## config.mk

```make
export PLATFORM = sky130hd
export DESIGN_NAME = sioa_top
export DESIGN_NICKNAME = d
export VERILOG_FILES = /design/src/sioa_pkg.sv /design/src/sioa_route.sv /design/src/sioa_top.sv
export VERILOG_INCLUDE_DIRS = /design/src
export SDC_FILE = /design/constraint.sdc
export NUM_CORES = 1
export LEC_CHECK = 0
export BUFFER_PORTS_ARGS = -buffer_cell sky130_fd_sc_hd__buf_2
export CAP_MARGIN = 20
export CORE_ASPECT_RATIO = 0.5
export CORE_UTILIZATION = 45
export CTS_BUF_LIST = sky130_fd_sc_hd__clkbuf_16
export CTS_CLUSTER_DIAMETER = 60
export CTS_CLUSTER_SIZE = 20
export DETAILED_ROUTE_END_ITERATION = 16
export PLACE_DENSITY_LB_ADDON = 0.05
export SETUP_SLACK_MARGIN = 0.3
export SLEW_MARGIN = 5
export SYNTH_ARGS = -nofsm -noshare
export SYNTH_HDL_FRONTEND = slang
export SYNTH_SLANG_ARGS = --single-unit
```

## constraint.sdc

```tcl
create_clock -name CLK_SYS_I -period 4.8 [get_ports CLK_SYS_I]
set_clock_uncertainty 0.2 [all_clocks]
set_input_delay 1.2 -clock CLK_SYS_I [delete_from_list [all_inputs] [get_ports CLK_SYS_I]]
set_output_delay 1.2 -clock CLK_SYS_I [all_outputs]
set_load 0.01 [all_outputs]
```

## src/sioa_defines.svh

```systemverilog
// constants for the servo i/o signal allocation block
`ifndef SIOA_DEFINES_SVH
`define SIOA_DEFINES_SVH

// register byte offsets
`define SIOA_OFS_SHARED_CFG   6'h00
`define SIOA_OFS_GRP_A        6'h04
`define SIOA_OFS_GRP_B        6'h08
`define SIOA_OFS_GRP_C        6'h0C
`define SIOA_OFS_GRP_D        6'h10
`define SIOA_OFS_FAULT_RT     6'h14
`define SIOA_OFS_USER_LO      6'h18
`define SIOA_OFS_USER_HI      6'h1C
`define SIOA_OFS_INV_LO       6'h20
`define SIOA_OFS_INV_HI       6'h24
`define SIOA_OFS_CONTROL      6'h28
`define SIOA_OFS_STATUS       6'h2C

// reset value of every parameter register
`define SIOA_CFG_RESET        16'h0000

// digit positions inside a sixteen-bit parameter
`define SIOA_D0               0
`define SIOA_D1               4
`define SIOA_D2               8
`define SIOA_D3               12

// shared input selection codes and polarity values
`define SIOA_SEL_CLEAR        4'h1
`define SIOA_SEL_DECEL        4'h2
`define SIOA_SEL_LATCH        4'h3
`define SIOA_POL_INVERT       4'h1

// output allocation and inversion values
`define SIOA_ROUTE_OFF        4'h0
`define SIOA_INV_ON           4'h1
`define SIOA_NUM_SIGS         21
`define SIOA_NUM_CIRC         6

// control and status bit positions
`define SIOA_CTL_LOADED       0
`define SIOA_STS_FN_LSB       6
`define SIOA_STS_LOADED       9

`endif

```

## src/sioa_pkg.sv

```systemverilog
// types shared by the servo i/o signal allocation block
package sioa_pkg;

   // configuration load state
   typedef enum logic [0:0] {
      SIOA_CFG_UNLOADED,
      SIOA_CFG_ACTIVE
   } sioa_cfg_e;

   // whole state of the top module
   typedef struct packed {
      sioa_cfg_e   cfg_state;   // parameters loaded or not
      logic [15:0] shared_cfg;  // shared input selection and polarity
      logic [15:0] grp_a;       // routing digits, group a
      logic [15:0] grp_b;       // routing digits, group b
      logic [15:0] grp_c;       // routing digits, group c
      logic [15:0] grp_d;       // routing digits, group d
      logic [15:0] fault_rt;    // fault code bit routing
      logic [15:0] user_lo;     // user output routing, low
      logic [15:0] user_hi;     // user output routing, high
      logic [15:0] inv_lo;      // circuit inversion, low
      logic [15:0] inv_hi;      // circuit inversion, high
      logic        dp_hit;      // data phase pending
      logic        dp_write;    // pending data phase is a write
      logic [3:0]  dp_idx;      // register index of data phase
      logic [31:0] rdata;       // read data for the bus
      logic [2:0]  shared_fn;   // clear, decel, latch outputs
      logic [5:0]  circuit;     // output circuit levels
   } sioa_state_s;

endpackage

```

## src/sioa_route.sv

```systemverilog
// routing matrix: or of routed signals, then inversion
`timescale 1ns/100ps
`default_nettype none
`include "sioa_defines.svh"

module sioa_route
   import sioa_pkg::*;
(
   // signal side
   input  wire logic [20:0] sig_i,      // internal status, high = on
   input  wire logic [20:0] detect_i,   // status valid in present mode
   input  wire logic [83:0] digit_i,    // four bits per signal
   // circuit side
   input  wire logic [5:0]  invert_i,   // per circuit inversion
   input  wire logic        enable_i,   // parameters loaded
   output logic      [5:0]  circuit_o   // circuit levels, high = on
);

   ////////////////////////////////////////////////////////////////////
   // does a routing digit select circuit k (k counted from zero)
   function automatic logic hits(input logic [3:0] dig, input int k);
      hits = (dig != `SIOA_ROUTE_OFF) && (dig == 4'(k + 1));
   endfunction

   logic [5:0] ored; // combined level per circuit before inversion

   ////////////////////////////////////////////////////////////////////
   // each circuit ors every signal routed to it
   always_comb begin
      ored = 6'b00_0000;
      for (int k = 0; k < `SIOA_NUM_CIRC; k++) begin
         for (int i = 0; i < `SIOA_NUM_SIGS; i++) begin
            // undetected status counts as off
            if (hits(digit_i[i*4 +: 4], k) && detect_i[i] && sig_i[i]) begin
               ored[k] = 1'b1;
            end
         end
      end
   end

   // invert after the or; unloaded keeps all circuits off,
   // so an inverted circuit cannot light at power up
   assign circuit_o = enable_i ? (ored ^ invert_i) : 6'b00_0000;

endmodule // sioa_route

`default_nettype wire

```

## src/sioa_top.sv

```systemverilog
// servo i/o signal allocation: ahb-lite registers, shared input, outputs
//
// Implementation choices: the placing of the registers and the AHB-Lite register port.
`timescale 1ns/100ps
`default_nettype none
`include "sioa_defines.svh"

module sioa_top
   import sioa_pkg::*;
(
   // clock and reset
   input  wire logic        CLK_SYS_I,       // 250 MHz system clock
   input  wire logic        RST_I,           // synchronous, active high
   // ahb-lite slave
   input  wire logic        HSEL_I,          // slave select
   input  wire logic [31:0] HADDR_I,         // byte address
   input  wire logic [1:0]  HTRANS_I,        // transfer type
   input  wire logic        HWRITE_I,        // write when high
   input  wire logic [2:0]  HSIZE_I,         // word transfers only
   input  wire logic [31:0] HWDATA_I,        // write data
   input  wire logic        HREADY_I,        // bus ready
   output logic      [31:0] HRDATA_O,        // read data
   output logic             HREADYOUT_O,     // never stalls
   output logic             HRESP_O,         // always okay
   // shared dedicated input terminal pair
   input  wire logic        SHARED_IN_CLOSED_I,  // contacts closed
   output logic             POS_ERR_CLEAR_O,     // clear function active
   output logic             HOMING_DECEL_O,      // deceleration switch active
   output logic             REG_LATCH_O,         // registration input active
   // internal status signals and their mode validity
   input  wire logic [20:0] STATUS_I,        // status, high = on
   input  wire logic [20:0] DETECT_I,        // detected in present mode
   // output circuits, high = output transistor on
   output logic      [5:0]  OUT_CIRCUIT_O
);

   ////////////////////////////////////////////////////////////////////
   // state and its next value
   sioa_state_s s_reg;        // all registered state
   sioa_state_s s_next;       // next state
   logic [83:0] route_digits; // one routing digit per status signal
   logic [5:0]  invert;       // inversion per circuit
   logic [5:0]  circuit;      // routed circuit levels
   logic        addr_ok;      // address phase selects a valid transfer
   logic        is_mapped;    // address lies in the register map
   logic [3:0]  addr_idx;     // word index of the address
   logic [2:0]  fn_next;      // shared input functions, next value
   logic        level_slash;  // level for functions active on close

   ////////////////////////////////////////////////////////////////////
   // byte offset to register word index
   function automatic logic [3:0] word_idx(input logic [5:0] ofs);
      word_idx = ofs[5:2];
   endfunction

   // read mux over the register map, unmapped words read zero
   function automatic logic [31:0] reg_read(input sioa_state_s st,
                                             input logic [3:0] idx);
      logic [31:0] v;
      v = 32'h0000_0000;
      if (idx == word_idx(`SIOA_OFS_SHARED_CFG)) begin
         v[15:0] = st.shared_cfg;
      end else if (idx == word_idx(`SIOA_OFS_GRP_A)) begin
         v[15:0] = st.grp_a;
      end else if (idx == word_idx(`SIOA_OFS_GRP_B)) begin
         v[15:0] = st.grp_b;
      end else if (idx == word_idx(`SIOA_OFS_GRP_C)) begin
         v[15:0] = st.grp_c;
      end else if (idx == word_idx(`SIOA_OFS_GRP_D)) begin
         v[15:0] = st.grp_d;
      end else if (idx == word_idx(`SIOA_OFS_FAULT_RT)) begin
         v[15:0] = st.fault_rt;
      end else if (idx == word_idx(`SIOA_OFS_USER_LO)) begin
         v[15:0] = st.user_lo;
      end else if (idx == word_idx(`SIOA_OFS_USER_HI)) begin
         v[15:0] = st.user_hi;
      end else if (idx == word_idx(`SIOA_OFS_INV_LO)) begin
         v[15:0] = st.inv_lo;
      end else if (idx == word_idx(`SIOA_OFS_INV_HI)) begin
         v[15:0] = st.inv_hi;
      end else if (idx == word_idx(`SIOA_OFS_CONTROL)) begin
         v[`SIOA_CTL_LOADED] = (st.cfg_state == SIOA_CFG_ACTIVE);
      end else if (idx == word_idx(`SIOA_OFS_STATUS)) begin
         // live view of circuits, shared functions and load state
         v[5:0] = st.circuit;
         v[`SIOA_STS_FN_LSB +: 3] = st.shared_fn;
         v[`SIOA_STS_LOADED] = (st.cfg_state == SIOA_CFG_ACTIVE);
      end
      reg_read = v;
   endfunction

   ////////////////////////////////////////////////////////////////////
   // address phase decode
   assign addr_idx  = HADDR_I[5:2];
   assign is_mapped = (HADDR_I[31:6] == 26'h000_0000) &&
                      (addr_idx <= word_idx(`SIOA_OFS_STATUS));
   assign addr_ok   = HSEL_I && HTRANS_I[1] && HREADY_I;

   ////////////////////////////////////////////////////////////////////
   // gather one routing field per status signal, up to four per parameter
   // with the lowest digit first; unused digits carry no signal
   always_comb begin
      route_digits = '0;
      route_digits[ 0*4 +: 4] = s_reg.grp_a[`SIOA_D0 +: 4];
      route_digits[ 1*4 +: 4] = s_reg.grp_a[`SIOA_D1 +: 4];
      route_digits[ 2*4 +: 4] = s_reg.grp_a[`SIOA_D2 +: 4];
      route_digits[ 3*4 +: 4] = s_reg.grp_a[`SIOA_D3 +: 4];
      route_digits[ 4*4 +: 4] = s_reg.grp_b[`SIOA_D0 +: 4];
      route_digits[ 5*4 +: 4] = s_reg.grp_b[`SIOA_D1 +: 4];
      // brake digit: its logic sense is left
      // to the configurer
      route_digits[ 6*4 +: 4] = s_reg.grp_b[`SIOA_D2 +: 4];
      route_digits[ 7*4 +: 4] = s_reg.grp_b[`SIOA_D3 +: 4];
      route_digits[ 8*4 +: 4] = s_reg.grp_c[`SIOA_D0 +: 4];
      route_digits[ 9*4 +: 4] = s_reg.grp_c[`SIOA_D2 +: 4];
      route_digits[10*4 +: 4] = s_reg.grp_d[`SIOA_D2 +: 4];
      route_digits[11*4 +: 4] = s_reg.fault_rt[`SIOA_D0 +: 4];
      route_digits[12*4 +: 4] = s_reg.fault_rt[`SIOA_D1 +: 4];
      route_digits[13*4 +: 4] = s_reg.fault_rt[`SIOA_D2 +: 4];
      route_digits[14*4 +: 4] = s_reg.user_lo[`SIOA_D0 +: 4];
      route_digits[15*4 +: 4] = s_reg.user_lo[`SIOA_D1 +: 4];
      route_digits[16*4 +: 4] = s_reg.user_lo[`SIOA_D2 +: 4];
      route_digits[17*4 +: 4] = s_reg.user_lo[`SIOA_D3 +: 4];
      route_digits[18*4 +: 4] = s_reg.user_hi[`SIOA_D0 +: 4];
      route_digits[19*4 +: 4] = s_reg.user_hi[`SIOA_D1 +: 4];
      route_digits[20*4 +: 4] = s_reg.user_hi[`SIOA_D2 +: 4];
   end

   ////////////////////////////////////////////////////////////////////
   // one inversion digit per circuit, split over two parameters
   always_comb begin
      invert[0] = (s_reg.inv_lo[`SIOA_D0 +: 4] == `SIOA_INV_ON);
      invert[1] = (s_reg.inv_lo[`SIOA_D1 +: 4] == `SIOA_INV_ON);
      invert[2] = (s_reg.inv_lo[`SIOA_D2 +: 4] == `SIOA_INV_ON);
      invert[3] = (s_reg.inv_lo[`SIOA_D3 +: 4] == `SIOA_INV_ON);
      invert[4] = (s_reg.inv_hi[`SIOA_D0 +: 4] == `SIOA_INV_ON);
      invert[5] = (s_reg.inv_hi[`SIOA_D1 +: 4] == `SIOA_INV_ON);
   end

   ////////////////////////////////////////////////////////////////////
   // routing matrix
   sioa_route u_route (
      .sig_i     (STATUS_I),
      .detect_i  (DETECT_I),
      .digit_i   (route_digits),
      .invert_i  (invert),
      .enable_i  (s_reg.cfg_state == SIOA_CFG_ACTIVE),
      .circuit_o (circuit)
   );

   ////////////////////////////////////////////////////////////////////
   // shared input: at most one function sees the terminal level
   always_comb begin
      // polarity 0: active-low functions assert with the contacts closed
      level_slash = SHARED_IN_CLOSED_I ^
                    (s_reg.shared_cfg[`SIOA_D1 +: 4] == `SIOA_POL_INVERT);
      fn_next = 3'b000;
      if (s_reg.cfg_state == SIOA_CFG_ACTIVE) begin
         case (s_reg.shared_cfg[`SIOA_D0 +: 4])
            // clear has no active-low mark, so it asserts on open contacts at polarity 0
            `SIOA_SEL_CLEAR: fn_next[0] = ~level_slash;
            `SIOA_SEL_DECEL: fn_next[1] = level_slash;
            `SIOA_SEL_LATCH: fn_next[2] = level_slash;
            default:         fn_next    = 3'b000;       // unused code
         endcase
      end
   end

   ////////////////////////////////////////////////////////////////////
   // next state: bus data phase, then address phase, then pin outputs
   always_comb begin
      s_next = s_reg;
      // data phase write lands in the named register, low half only
      if (s_reg.dp_hit && s_reg.dp_write) begin
         if (s_reg.dp_idx == word_idx(`SIOA_OFS_SHARED_CFG)) begin
            s_next.shared_cfg = HWDATA_I[15:0];
         end else if (s_reg.dp_idx == word_idx(`SIOA_OFS_GRP_A)) begin
            s_next.grp_a = HWDATA_I[15:0];
         end else if (s_reg.dp_idx == word_idx(`SIOA_OFS_GRP_B)) begin
            s_next.grp_b = HWDATA_I[15:0];
         end else if (s_reg.dp_idx == word_idx(`SIOA_OFS_GRP_C)) begin
            s_next.grp_c = HWDATA_I[15:0];
         end else if (s_reg.dp_idx == word_idx(`SIOA_OFS_GRP_D)) begin
            s_next.grp_d = HWDATA_I[15:0];
         end else if (s_reg.dp_idx == word_idx(`SIOA_OFS_FAULT_RT)) begin
            s_next.fault_rt = HWDATA_I[15:0];
         end else if (s_reg.dp_idx == word_idx(`SIOA_OFS_USER_LO)) begin
            s_next.user_lo = HWDATA_I[15:0];
         end else if (s_reg.dp_idx == word_idx(`SIOA_OFS_USER_HI)) begin
            s_next.user_hi = HWDATA_I[15:0];
         end else if (s_reg.dp_idx == word_idx(`SIOA_OFS_INV_LO)) begin
            s_next.inv_lo = HWDATA_I[15:0];
         end else if (s_reg.dp_idx == word_idx(`SIOA_OFS_INV_HI)) begin
            s_next.inv_hi = HWDATA_I[15:0];
         end else if (s_reg.dp_idx == word_idx(`SIOA_OFS_CONTROL)) begin
            // software marks the parameter set as loaded or withdraws it
            case (s_reg.cfg_state)
               SIOA_CFG_UNLOADED: begin
                  if (HWDATA_I[`SIOA_CTL_LOADED]) begin
                     s_next.cfg_state = SIOA_CFG_ACTIVE;
                  end
               end
               SIOA_CFG_ACTIVE: begin
                  if (!HWDATA_I[`SIOA_CTL_LOADED]) begin
                     s_next.cfg_state = SIOA_CFG_UNLOADED;
                  end
               end
               default: s_next.cfg_state = SIOA_CFG_UNLOADED;
            endcase
         end
      end
      // address phase; reads see post-write values,
      // so a read right after a write gets the new word
      s_next.dp_hit   = addr_ok && is_mapped;
      s_next.dp_write = addr_ok && HWRITE_I;
      s_next.dp_idx   = addr_idx;
      if (addr_ok && !HWRITE_I && is_mapped) begin
         s_next.rdata = reg_read(s_next, addr_idx);
      end else begin
         s_next.rdata = 32'h0000_0000;
      end
      // pin outputs are registered once
      s_next.shared_fn = fn_next;
      s_next.circuit   = circuit;
   end

   ////////////////////////////////////////////////////////////////////
   // state register with synchronous reset
   always_ff @(posedge CLK_SYS_I) begin
      if (RST_I) begin
         s_reg.cfg_state  <= SIOA_CFG_UNLOADED;
         s_reg.shared_cfg <= `SIOA_CFG_RESET;
         s_reg.grp_a      <= `SIOA_CFG_RESET;
         s_reg.grp_b      <= `SIOA_CFG_RESET;
         s_reg.grp_c      <= `SIOA_CFG_RESET;
         s_reg.grp_d      <= `SIOA_CFG_RESET;
         s_reg.fault_rt   <= `SIOA_CFG_RESET;
         s_reg.user_lo    <= `SIOA_CFG_RESET;
         s_reg.user_hi    <= `SIOA_CFG_RESET;
         s_reg.inv_lo     <= `SIOA_CFG_RESET;
         s_reg.inv_hi     <= `SIOA_CFG_RESET;
         s_reg.dp_hit     <= 1'b0;
         s_reg.dp_write   <= 1'b0;
         s_reg.dp_idx     <= 4'h0;
         s_reg.rdata      <= 32'h0000_0000;
         s_reg.shared_fn  <= 3'b000;
         s_reg.circuit    <= 6'b00_0000;
      end else begin
         s_reg <= s_next;
      end
   end

   ////////////////////////////////////////////////////////////////////
   // outputs; no wait states: the read mux sits in the address
   // phase so every access has one data cycle
   assign HRDATA_O        = s_reg.rdata;
   assign HREADYOUT_O     = 1'b1;
   assign HRESP_O         = 1'b0;
   assign POS_ERR_CLEAR_O = s_reg.shared_fn[0];
   assign HOMING_DECEL_O  = s_reg.shared_fn[1];
   assign REG_LATCH_O     = s_reg.shared_fn[2];
   assign OUT_CIRCUIT_O   = s_reg.circuit;

endmodule // sioa_top

`default_nettype wire

```

==> metrics.md <==
| Metric | Value |
|---|---|
| CTS buffer count | `17` |
| Drt total wl | `41100 um` |
| Routability-driven placement congestion ratio | `0.932` |
| Post-route design area | `11200 sq um` |
| Port Buf Inserts | `119` |
| Final min period | `3.38 ns` |
| Synth top area share | `0.382` |
| Final Max Tran Viols | `0` |
| Cts hold-fix bufs | `0` |
| Crit Path Category | `in2reg` |
| Sequential share of power | `0.488` |
| Layout cells sized above 1 | `0.146` |
| Seq/Total Area, Yosys | `0.382` |
| Top FF cell, synth | `dfxtp_1` |
| P_int | `0.00243 W` |
| Clock Tree Buf Depth | `2` |
| Worst skew pair latency | `0.46 ns` |
| Root Buffer | `clkbuf_16` |
| Vias in the first global route | `8762` |
| CP Launch Type | `input pin` |
| Hold Crit Start | `s_reg[191]` |
| Switch Pwr | `0.000835 W` |
| First-pass GRT wire length | `58800 um` |
| Htree depth | `4` |
| Flop-to-flop setup slack | `1.44 ns` |
| Final worst slack | `1.42 ns` |
| Drt drc | `0` |
| Initial antenna violation count | `1` |
| RSZ-0062 raised after global routing | `no` |
| Post-synth EDFFs | `0` |
| Nets | `1363` |
| Clock share of power | `0.442` |
| Pwr/cell area | `292 nW/um^2` |
| Worst slew margin | `0.289` |
| Synth Warn # | `0` |
| Post-Synth Adder-Cell Area | `0` |
| CTS resizes | `0` |
| ANT nets after route | `0` |
| Yosys reg bits | `192` |
| Finish-stage setup viols | `0` |
| Setup WS pre-CTS | `1.04 ns` |
| Final Hold Fails | `0` |
| Via count | `9825` |
| Placed Instance Area | `10600 sq um` |
| Max cap viols | `0` |
| Cell taking the most area after synthesis | `dfxtp_1` |
| Mapped Area | `10100 sq um` |
| Crit share post-route | `0.704` |
| Full die area | `23000 sq um` |
| Top post-synthesis cells by area | `dfxtp_1 38%, mux2i_1 13%, nor2_1 7.4%, buf_4 3.4%, o22ai_1 3.2%` |
| Worst r2r path cells | `7` |
| Hold Crit Endpoint | `HOMING_DECEL_O` |
| Depth of the worst hold-timing path | `1` |
| Setup total negative slack | `0 ns` |
| Initial Utilization | `0.462` |
| Critical path arrival | `3.49 ns` |
| Post-DP HPWL | `31700 um` |
| Worst Tran Pin Value | `1.06 ns` |
| Mux cell area share after synthesis | `0.140` |
| DP Cell Count | `1527` |
| Area grow syn2layout | `11.4%` |
| Yosys cell types | `70` |
| Total gr overflow | `0` |
| Post-Synth XOR/XNOR Area | `0.00348` |
| Largest family of logic cells by synthesized area | `simple AND/OR/NAND/NOR gates` |
| Ys async rst share | `0` |
| Drt wl/cell | `26.4 um` |
| CTS tree | `done` |
| Hold/Removal Path Class | `reg2reg` |
| Synth Instances | `1183` |
| Clock-pin slew on the worst setup and hold paths | `0.07 ns` |
| Worst r2r dst | `HRDATA_O[13]` |
| Drt pass-1 iters | `5` |
| Lkg Pwr | `4.32 nW` |
| RR Startpoint | `s_reg[45]` |
| ANT cells | `0` |
| Worst vdd ir | `191 uV` |
| Crit-path max FO | `19` |
| Starting DRT DRC Count | `1438` |
| Fin cells | `1559` |
| Max FFs per register | `84` |
| Sink Count | `192` |
| Die Width | `213 um` |
| Synth Area in Compound Gates | `0.142` |
| Std cell rows | `38` |
| Synthesized area per cell | `8.50 sq um` |
| Io pins | `160` |
| CP endpoint kind | `flop` |
| Max Fclk | `296 MHz` |
| Req. time, crit path | `4.91 ns` |
| Total global-route track usage | `0.364` |
| Via density | `6.30` |
| Overall power | `0.00327 W` |
| Post-synthesis simple-gate area fraction | `0.270` |
| Power share of the combinational group | `0.070` |
| Status | `finished, final reports clean` |
| Switching share of power | `0.255` |
| Die Y | `108 um` |
| Core area | `21800 sq um` |
| Pin count of the biggest net entering global routing | `87` |
| Postcts setup bufs | `0` |
## worst max-delay path by stage
stage / startpoint / endpoint / slack [ns] / cells past startpoint
finish: HADDR_I[2] / HRDATA_O[2] / 1.42 / 7
detailed placement: HADDR_I[2] / HRDATA_O[2] / 1.04 / 7
CTS: HADDR_I[2] / HRDATA_O[2] / 1.51 / 7
floorplan: HADDR_I[5] / HRDATA_O[8] / 1.93 / 7
global placement: HADDR_I[2] / HRDATA_O[2] / 1.05 / 7
global route: s_reg[46] / HRDATA_O[13] / 1.35 / 7
## power by group through the flow
stage / registers [W] / clock network (W) / logic [W]
floorplan: 0.00163 / 0 / 0.000127
global placement: 0.00163 / 0 / 0.000218
detailed placement: 0.00163 / 0 / 0.000218
CTS: 0.00160 / 0.00146 / 0.000219
global route: 0.00160 / 0.00153 / 0.000240
finish: 0.00160 / 0.00145 / 0.000228
## metrics by stage
step	util	hold slack [ns]
floorplan	-	0.218
global placement	0.488	0.240
detailed placement	0.488	0.258
CTS	0.514	0.260
global route	0.514	0.283
finish	0.514	0.256
## cell usage after synthesis (all sizes together) (3+ instances only)
library cell / count
o22a: 4
a221oi: 3
nand3: 14
mux2i: 134
nor2b: 14
dfxtp: 192
o211ai: 4
a31oi: 9
a21oi: 47
inv: 10
nand4: 4
nor4b: 11
o21ai: 44
a22oi: 11
a221o: 3
o22ai: 51
xnor2: 3
nand2b: 39
buf: 57
nor3b: 12
a211oi: 6
a21o: 4
nor3: 45
nor2: 203
and4b: 4
or4bb: 5
clkbuf: 48
nand3b: 23
nor4: 26
o32ai: 11
or2: 3
nand4b: 16
nand2: 66
mux2: 6
a311oi: 4
nand4bb: 14
## cell families (layout without fill, tap and decap cells)
| logic type | count (synthesis) | in the layout |
|---|---|---|
| and+or+nand+nor | 507 | 507 |
| AOI/OAI and AO/OA | 222 | 222 |
| DFF | 192 | 192 |
| muxes | 140 | 140 |
| buffers and inverters | 116 | 176 |
| xor gates and xnor gates | 4 | 4 |
| other | 2 | 18 |
## critical path, stage by stage
cell and delay, ns:
buf_2 0.23, clkinv_1 0.22, nand2_1 0.27, nor2_1 0.89
a22oi_1 0.23, a31oi_1 0.30, o32ai_1 0.14
## layout by cell type, fill, tap and decap left out, types with 5 or more instances in the layout
| cell | netlist | layout |
|---|---|---|
| mux2i_1 | 134 | 134 |
| nand2b_1 | 39 | 39 |
| buf_2 | 9 | 118 |
| nand3_1 | 14 | 14 |
| nand4bb_1 | 14 | 14 |
| nor4b_1 | 11 | 11 |
| inv_1 | 10 | 13 |
| nand3b_1 | 23 | 23 |
| or4bb_1 | 5 | 5 |
| clkbuf_16 | 0 | 17 |
| nand4b_1 | 15 | 15 |
| nor3_1 | 44 | 44 |
| a31oi_1 | 9 | 9 |
| conb_1 | 2 | 18 |
| a21oi_1 | 47 | 47 |
| dfxtp_1 | 192 | 192 |
| nor2_1 | 197 | 197 |
| nand2_1 | 63 | 63 |
| mux2_2 | 6 | 6 |
| nor3b_1 | 12 | 12 |
| a22oi_1 | 11 | 11 |
| nor2b_1 | 14 | 14 |
| buf_4 | 46 | 15 |
| o32ai_1 | 11 | 11 |
| a211oi_1 | 6 | 6 |
| o22ai_1 | 51 | 51 |
| nor4_1 | 26 | 26 |
| o21ai_0 | 40 | 40 |
## per-layer routing
layer,GRT usage,share of wire
met5,0,0
met4,0.0709,0.0099
met3,0.111,0.13
met2,0.469,0.38
met1,0.572,0.48
## final cells by class
cell class              instances  area (sq um)
fillers                      2141         10600
multi-input cells             891          5660
flip-flops and latches        192          3840
repair buffers                133           703
clock buffers                  17           425
well taps                     300           375
clock inverters                15           158
inverters                      11          41.3
Power figures use the tool's default switching activity.
